`config.mk`:
```
export PLATFORM = sky130hd
export DESIGN_NAME = wpw_top
export DESIGN_NICKNAME = d
export VERILOG_FILES = /design/src/design/wpw_pkg.sv /design/src/design/wpw_tick_if.sv /design/src/design/wpw_tick_gen.sv /design/src/design/wpw_top.sv
export VERILOG_INCLUDE_DIRS = /design/src /design/src/design
export SDC_FILE = /design/constraint.sdc
export NUM_CORES = 1
export LEC_CHECK = 0
export BUFFER_PORTS_ARGS = -buffer_cell sky130_fd_sc_hd__buf_2
export CAP_MARGIN = 0
export CELL_PAD_IN_SITES_DETAIL_PLACEMENT = 1
export CELL_PAD_IN_SITES_GLOBAL_PLACEMENT = 2
export CORE_MARGIN = 8
export CORE_UTILIZATION = 37
export DETAILED_ROUTE_END_ITERATION = 12
export GPL_TIMING_DRIVEN = 0
export PLACE_DENSITY = 0.73
export SYNTH_ARGS = -nofsm -noshare
export SYNTH_HDL_FRONTEND = slang
export SYNTH_SLANG_ARGS = --single-unit
```
`constraint.sdc`:
```
create_clock -name ref_clk -period 2.9 [get_ports ref_clk]
set_clock_uncertainty 0.15 [all_clocks]
set_input_delay 0.58 -clock ref_clk [delete_from_list [all_inputs] [get_ports ref_clk]]
set_output_delay 0.58 -clock ref_clk [all_outputs]
set_load 0.02 [all_outputs]
```
`src/design/wpw_defs.svh`:
```
`ifndef WPW_DEFS_SVH
`define WPW_DEFS_SVH

// Reference clock
`define WPW_CLK_KHZ 25000

// Sampling interval per timing mode, microseconds
`define WPW_TSAM_FAST_US 500
`define WPW_TSAM_SLOW_US 1000
`define WPW_TSAM_FAST_CYC ((`WPW_TSAM_FAST_US * `WPW_CLK_KHZ) / 1000)
`define WPW_TSAM_SLOW_CYC ((`WPW_TSAM_SLOW_US * `WPW_CLK_KHZ) / 1000)

// Watchdog period and ignore window, microseconds
`define WPW_PERIOD_FAST_US 32000
`define WPW_PERIOD_SLOW_US 64000
`define WPW_IGNORE_FAST_US 32000
`define WPW_IGNORE_SLOW_US 64000

// Both modes hold the same number of sampling intervals
`define WPW_WIN_SAMPLES (`WPW_PERIOD_FAST_US / `WPW_TSAM_FAST_US)
`define WPW_IGN_SAMPLES (`WPW_IGNORE_FAST_US / `WPW_TSAM_FAST_US)

// Release delay, microseconds
`define WPW_RD_US 8000
`define WPW_RD_CYC ((`WPW_RD_US * `WPW_CLK_KHZ) / 1000)

// Counter widths
`define WPW_DLY_W 20
`define WPW_TICK_W 16
`define WPW_SMP_W 8

// Sample history: two highs then two lows, oldest in the top bit
`define WPW_TRIG_PATTERN 4'hC
`define WPW_HIST_FULL 3'h4

`endif

```
`src/design/wpw_pkg.sv`:
```
`include "wpw_defs.svh"

package wpw_pkg;

   typedef enum logic [1:0] {
      WPW_HOLD = 2'h0,
      WPW_IGNORE = 2'h1,
      WPW_TRIG = 2'h3,
      WPW_GAP = 2'h2
   } wpw_state_e;

   typedef struct packed {
      logic [3:0] meta;
      logic [3:0] sync;
      logic sg;
      logic [`WPW_DLY_W-1:0] sg_cnt;
      wpw_state_e st;
      logic [`WPW_DLY_W-1:0] dly_cnt;
      logic [`WPW_SMP_W-1:0] smp_cnt;
      logic [3:0] hist;
      logic [2:0] nhist;
      logic slow;
      logic restart;
      logic fail_oe;
      logic sg_oe;
      logic pin_lvl;
   } wpw_top_s;

   typedef struct packed {
      logic [`WPW_TICK_W-1:0] cnt;
      logic tick;
   } wpw_tick_s;

endpackage

```
`src/design/wpw_tick_if.sv`:
```
`timescale 1ns/1ns

interface wpw_tick_if;
   logic restart;
   logic slow;
   logic tick;

   modport gen (
      input restart,
      input slow,
      output tick
   );

   modport user (
      output restart,
      output slow,
      input tick
   );
endinterface

```
`src/design/wpw_tick_gen.sv`:
```
`timescale 1ns/1ns

`include "wpw_defs.svh"

module wpw_tick_gen
   import wpw_pkg::*;
#(
   parameter int FAST_CYC = `WPW_TSAM_FAST_CYC,
   parameter int SLOW_CYC = `WPW_TSAM_SLOW_CYC
) (
   // Clock and reset
   input wire logic ref_clk,
   input wire logic rst,
   // Tick channel
   wpw_tick_if.gen tk
);

   localparam int TW = `WPW_TICK_W;
   localparam logic [TW-1:0] FAST_LAST = TW'(FAST_CYC - 1);
   localparam logic [TW-1:0] SLOW_LAST = TW'(SLOW_CYC - 1);

   generate
      if (FAST_CYC < 1 || SLOW_CYC < 1 || FAST_CYC >= (1 << TW) || SLOW_CYC >= (1 << TW)) begin : g_bad
         $error("Sampling interval does not fit the tick counter");
      end
   endgenerate

   wpw_tick_s q;
   wpw_tick_s d;

   // One pulse per sampling interval, phase restarted on request
   always_comb begin
      d = q;
      d.tick = 1'b0;
      if (tk.restart) begin
         d.cnt = '0;
      end else if (q.cnt == (tk.slow ? SLOW_LAST : FAST_LAST)) begin
         d.cnt = '0;
         d.tick = 1'b1;
      end else begin
         d.cnt = q.cnt + TW'(1);
      end
   end

   always_ff @(posedge ref_clk or posedge rst) begin
      if (rst) begin
         q <= '0;
      end else begin
         q <= d;
      end
   end

   assign tk.tick = q.tick;

endmodule

```
`src/design/wpw_top.sv`:
```
`timescale 1ns/1ns

`include "wpw_defs.svh"

module wpw_top
   import wpw_pkg::*;
#(
   parameter int RD_CYCLES = `WPW_RD_CYC,
   parameter int TSAM_FAST_CYCLES = `WPW_TSAM_FAST_CYC,
   parameter int TSAM_SLOW_CYCLES = `WPW_TSAM_SLOW_CYC,
   parameter int WIN_SAMPLES = `WPW_WIN_SAMPLES,
   parameter int IGN_SAMPLES = `WPW_IGN_SAMPLES
) (
   // Clock and reset
   input wire logic ref_clk,
   input wire logic rst,
   // Pins from outside
   input wire logic trigger_in,
   input wire logic timing_select,
   input wire logic vcc_above_thr,
   input wire logic supply_under,
   // Open-collector supply-good pin
   output logic supply_good_out_o,
   output logic supply_good_out_oe,
   // Open-collector failure pin
   output logic failure_out_o,
   output logic failure_out_oe
);

   localparam int DW = `WPW_DLY_W;
   localparam int SW = `WPW_SMP_W;
   localparam logic [DW-1:0] RD_LAST = DW'(RD_CYCLES - 1);
   localparam logic [SW-1:0] WIN_LAST = SW'(WIN_SAMPLES - 2);
   localparam logic [SW-1:0] IGN_LAST = SW'(IGN_SAMPLES - 1);

   generate
      if (RD_CYCLES < 1 || RD_CYCLES >= (1 << DW)) begin : g_bad_rd
         $error("Release delay does not fit its counter");
      end
      if (WIN_SAMPLES < 6 || WIN_SAMPLES >= (1 << SW) || IGN_SAMPLES < 1 || IGN_SAMPLES >= (1 << SW)) begin : g_bad_win
         $error("Window sample counts out of range");
      end
   endgenerate

   wpw_tick_if tk ();

   wpw_tick_gen #(
      .FAST_CYC(TSAM_FAST_CYCLES),
      .SLOW_CYC(TSAM_SLOW_CYCLES)
   ) u_tick (
      .ref_clk(ref_clk),
      .rst(rst),
      .tk(tk)
   );

   wpw_top_s q;
   wpw_top_s d;

   // Synchronised pin levels
   logic trig_s;
   logic sel_s;
   logic vcc_s;
   logic uv_s;
   // Sampler view
   logic [3:0] hist_n;
   logic [2:0] nhist_n;
   logic trig_ok;

   assign trig_s = q.sync[0];
   assign sel_s = q.sync[1];
   assign vcc_s = q.sync[2];
   assign uv_s = q.sync[3];

   // Next history once this sample is shifted in
   assign hist_n = {q.hist[2:0], trig_s};
   assign nhist_n = (q.nhist == `WPW_HIST_FULL) ? q.nhist : q.nhist + 3'h1;
   assign trig_ok = (nhist_n == `WPW_HIST_FULL) && (hist_n == `WPW_TRIG_PATTERN);

   always_comb begin
      d = q;
      d.restart = 1'b0;
      d.pin_lvl = 1'b0;

      // Two-stage synchronisers
      d.meta = {supply_under, vcc_above_thr, timing_select, trigger_in};
      d.sync = q.meta;

      // Supply-good generator, independent of the watchdog
      if (!vcc_s || uv_s) begin
         d.sg = 1'b0;
         d.sg_cnt = '0;
      end else if (!q.sg) begin
         if (q.sg_cnt == RD_LAST) begin
            d.sg = 1'b1;
         end else begin
            d.sg_cnt = q.sg_cnt + DW'(1);
         end
      end
      d.sg_oe = !d.sg;

      case (q.st)
         WPW_HOLD: begin
            d.fail_oe = 1'b1;
            // Tick phase parked, no stale tick may shorten the ignore window
            d.restart = 1'b1;
            if (!q.sg) begin
               d.dly_cnt = '0;
            end else if (q.dly_cnt == RD_LAST) begin
               d.fail_oe = 1'b0;
               d.st = WPW_IGNORE;
               d.smp_cnt = '0;
               d.slow = sel_s;
               d.restart = 1'b1;
            end else begin
               d.dly_cnt = q.dly_cnt + DW'(1);
            end
         end
         WPW_IGNORE: begin
            // Trigger samples are not looked at here
            if (tk.tick) begin
               if (q.smp_cnt == IGN_LAST) begin
                  d.st = WPW_TRIG;
                  d.smp_cnt = '0;
                  d.hist = '0;
                  d.nhist = '0;
                  d.slow = sel_s;
                  d.restart = 1'b1;
               end else begin
                  d.smp_cnt = q.smp_cnt + SW'(1);
               end
            end
         end
         WPW_TRIG: begin
            if (tk.tick) begin
               d.hist = hist_n;
               d.nhist = nhist_n;
               if (trig_ok) begin
                  d.st = WPW_GAP;
                  d.restart = 1'b1;
               end else if (q.smp_cnt == WIN_LAST) begin
                  d.st = WPW_HOLD;
                  d.fail_oe = 1'b1;
                  d.dly_cnt = '0;
               end else begin
                  d.smp_cnt = q.smp_cnt + SW'(1);
               end
            end
         end
         WPW_GAP: begin
            // Samples taken here are dropped, the next window starts clean
            if (tk.tick) begin
               d.st = WPW_TRIG;
               d.smp_cnt = '0;
               d.hist = '0;
               d.nhist = '0;
               d.slow = sel_s;
               d.restart = 1'b1;
            end
         end
         default: begin
            d.st = WPW_HOLD;
            d.fail_oe = 1'b1;
            d.dly_cnt = '0;
         end
      endcase

      // Supply-good low overrides any watchdog activity
      if (!d.sg) begin
         d.st = WPW_HOLD;
         d.fail_oe = 1'b1;
         d.dly_cnt = '0;
      end
   end

   always_ff @(posedge ref_clk or posedge rst) begin
      if (rst) begin
         q <= '{meta: 4'h0, sync: 4'h0, sg: 1'b0, sg_cnt: '0, st: WPW_HOLD, dly_cnt: '0,
                smp_cnt: '0, hist: 4'h0, nhist: 3'h0, slow: 1'b0, restart: 1'b1,
                fail_oe: 1'b1, sg_oe: 1'b1, pin_lvl: 1'b0};
      end else begin
         q <= d;
      end
   end

   assign tk.restart = q.restart;
   assign tk.slow = q.slow;

   assign supply_good_out_o = q.pin_lvl;
   assign supply_good_out_oe = q.sg_oe;
   assign failure_out_o = q.pin_lvl;
   assign failure_out_oe = q.fail_oe;

endmodule

```
==> flow_summary.toml <==
[hold_path]
min_path_type = "in -> async"

[power_and_ir_drop]
p_leak_nw = 2.17
power_frac_seq_pct = 48.0
sw_frac_of_total_pct = 20.7
p_int_mw = 2.00
powerDensity_nw_per_um2 = 440
p_sw_mw = 0.523
vdd_drop_max_v = 0.000241
clkPwrFrac_pct = 49.8
combPwrFrac_pct = 2.2

[final_layout]
seqCellArea_sq_um = 2160
diodes = 0
multi_input_area_sq_um = 2690
nFillCells = 1518
area_delta_synth_final_pct = 13.5
drive_gt1_share_pct = 11.9
nets = 577

[logic_synthesis]
synthDistinctLibCells = 75
synthFlopType = "dfrtp_1"
syn_inst = 536
synth_area_sq_um = 5050
yosysWarnings = 0
synth_seq_area_share_pct = 42.7
syn_area_per_cell_sq_um = 9.42
synth-seq-cells = 86
synth-edff-count = 0
async_reset_ff_share_pct = 100

[placed_design]
dp_hpwl_microns = 10100
place_congestion = 0.798
preCtsSetupSlack_ps = -4.51
portBuffers = 7

[die]
die_y_microns = 133
dieWidth_microns = 133
pin_count = 10
fp-row-count = 42
core_sq_um = 13300
die_area_sq_um = 17600
start_util_pct = 38.0

[worst_setup_path]
path_max_fanout = 8
end_kind = "flop"
start_kind = "flop"
worstSetupPathType = "reg -> reg"
cp.arrival_ps = 2910
required_ps = 2980

[clock_network]
cts_tree = "done"
clk_latency_ps = 350
cts.sinks = 86
path_clk_slew_ps = 70
ctsHoldBuffers = 0
numCtsBuffers = 9
htree_num_levels = 3
ctsLongestPathBuffers = 2
cts-root-buf = "clkbuf_16"

[global_routing]
grt.overflow.total = 0
grt_pass1_vias = 4697
grt_antenna_before_repair = 0
grt_pass1_wl_microns = 24800
grt_use_total_pct = 17.2
grt_max_degree = 34

[timing]
max_freq_mhz = 354
rsz0062_at_grt = "no"
hold_violations = 0
tightest_slew_ps = 890
post-route-min-period_ps = 2830
maxSlewViolCount = 0
max-slew-margin-rel_pct = 40.1
layout_setup_ws_ps = 73.1
hold_ws_ps = 185
setup_violations = 0
post-route-period-util_pct = 97.5

[run]
maxCapViolCount = 0

[drt]
ant_nets = 0
via_per_inst = 5.88
drc = 0
route.final.wire_length_microns = 14300
wl_per_cell_microns = 19.4
route.vias.total = 4360
firstDrtPassIters = 4
first_iter_violations = 316

[run_status]
status = "complete, no violations"
-- timing repair --
action / in CTS / in global routing
resized for setup: 0 / 10
hold endpoints to repair: 0 / 0
cloned: 0 / 0
setup endpoints to repair: 1 / 30
setup buffers: 1 / 2
pin swaps: 1 / 1
-- cells in the mapped netlist (5+ instances only) --
| cell | instances | share of area [%] |
|---|---|---|
| or2_2 | 5 | 0.62 |
| nand3_1 | 32 | 3.2 |
| a211o_1 | 5 | 0.87 |
| ha_1 | 11 | 2.7 |
| nand2_1 | 32 | 2.4 |
| clkbuf_1 | 15 | 1.1 |
| dfrtp_1 | 83 | 41 |
| or4_1 | 9 | 1.3 |
| o21ai_0 | 14 | 1.4 |
| nor2b_1 | 8 | 0.99 |
| a21oi_1 | 19 | 1.9 |
| nor4_1 | 8 | 0.99 |
| a31oi_1 | 8 | 0.99 |
| nand4_1 | 12 | 1.5 |
| xnor2_1 | 18 | 3.1 |
| and2_1 | 5 | 0.62 |
| nand2b_1 | 8 | 0.99 |
| o31ai_1 | 9 | 1.3 |
| a211oi_1 | 14 | 2.1 |
| mux2i_1 | 7 | 1.4 |
| a31o_2 | 6 | 1.0 |
| nor2_1 | 45 | 3.3 |
| a2111oi_0 | 7 | 1.2 |
| and3_1 | 12 | 1.5 |
| and4_1 | 7 | 1.2 |
| inv_1 | 27 | 2.0 |
| a2bb2oi_1 | 5 | 0.87 |
| nor3_1 | 17 | 1.7 |
-- critical path, stage by stage, from the launching register on --
cell and delay, ps:
dfrtp_1 360, clkbuf_1 220, or4b_1 590, nor3_1 330, a31oi_1 310, a211oi_2 380
mux2_2 370
-- registers in the layout (all words and copies together), names as in the netlist --
name,flops
q,57
u_tick.tk.tick,1
hist_n,4
tk.restart,1
u_tick.q,16
failure_out_oe,1
tk.slow,1
d,4
supply_good_out_oe,1
-- cell type report --
class	count	share of cell area (%)
inverters	28	1.94
clock inverters	4	1.22
repair buffers	12	1.70
multi-input cells	398	47.0
plain buffers	25	2.38
well taps	176	3.84
flip-flops and latches	86	37.6
clock buffers	12	4.30
-- power by group through the flow --
stage          clock network, mW  registers [mW]  logic [mW]
2_1_floorplan                  0            1.23      0.0334
3_3_place_gp                   0            1.23      0.0493
3_5_place_dp                   0            1.23      0.0573
4_1_cts                     1.29            1.21      0.0573
5_1_grt                     1.33            1.21      0.0642
6_report                    1.26            1.21      0.0544
-- cells by family after synthesis --
group                    count (synthesis)  synth area share (%)
flip-flops                              86                  42.7
other                                    1                0.0743
multiplexers                             8                  1.61
buffers and inverters                   53                  4.73
adder cells (fa/ha/maj)                 11                  2.73
XOR/XNOR                                21                  3.64
AO/OA/AOI/OAI                          135                  20.2
AND/OR/NAND/NOR                        221                  24.3
-- cells in the final DEF, fill, tap and decap left out, types with 5 or more instances in the layout --
| cell type | netlist | layout |
|---|---|---|
| o21ai_0 | 14 | 14 |
| clkbuf_1 | 15 | 16 |
| nand2_1 | 32 | 32 |
| nand4_1 | 12 | 12 |
| clkbuf_16 | 0 | 9 |
| xnor2_1 | 18 | 18 |
| or2_2 | 5 | 5 |
| a21oi_1 | 19 | 18 |
| a211oi_1 | 14 | 13 |
| nor2b_1 | 8 | 8 |
| dfrtp_1 | 83 | 83 |
| nor3_1 | 17 | 16 |
| and2_1 | 5 | 5 |
| and3_1 | 12 | 12 |
| buf_2 | 4 | 10 |
| a2bb2oi_1 | 5 | 5 |
| nor2_1 | 45 | 45 |
| inv_1 | 27 | 26 |
| o31ai_1 | 9 | 9 |
| mux2i_1 | 7 | 7 |
| nand2b_1 | 8 | 8 |
| ha_1 | 11 | 11 |
| buf_4 | 3 | 6 |
| or4_1 | 9 | 9 |
| nand3_1 | 32 | 32 |
| a2111oi_0 | 7 | 7 |
| a211o_1 | 5 | 5 |
| a31oi_1 | 8 | 7 |
| a31o_2 | 6 | 6 |
| and4_1 | 7 | 7 |
| nor4_1 | 8 | 8 |
-- through the flow --
step | setup TNS (ps) | power, mW | instance area (sq um) | instances | util, %
3_5_place_dp | -4.51 | 1.29 | 5350 | 722 | 40.2
5_1_grt | 0 | 2.61 | 5730 | 741 | 43.1
4_1_cts | 0 | 2.56 | 5670 | 739 | 42.7
3_3_place_gp | 0 | 1.28 | 5310 | 720 | 39.9
2_1_floorplan | 0 | 1.26 | 5050 | 537 | -
6_report | 0 | 2.52 | 5730 | 741 | 43.1
-- per-layer routing --
layer	vias up	global-route usage (%)	share of wire [%]
li1	2065	-	-
met1	2232	22.8	49
met2	43	27.6	47
met3	20	2.61	2.3
met4	0	7.00	2.1
met5	-	0	0
-- worst paths after layout --
path | end | slack, ps | start | depth (start not counted)
max | q[13] | 70 | q[29] | 6
min | q[31] | 190 | rst | 2
max reg2reg | q[13] | 70 | q[29] | 6
min reg2reg | q[64] | 210 | d[64] | 0
max in group asynchronous | failure_out_oe | 1760 | rst | 3
min in group ref_clk | d[64] | 190 | timing_select | 1
(Power assumes the default switching activity.)
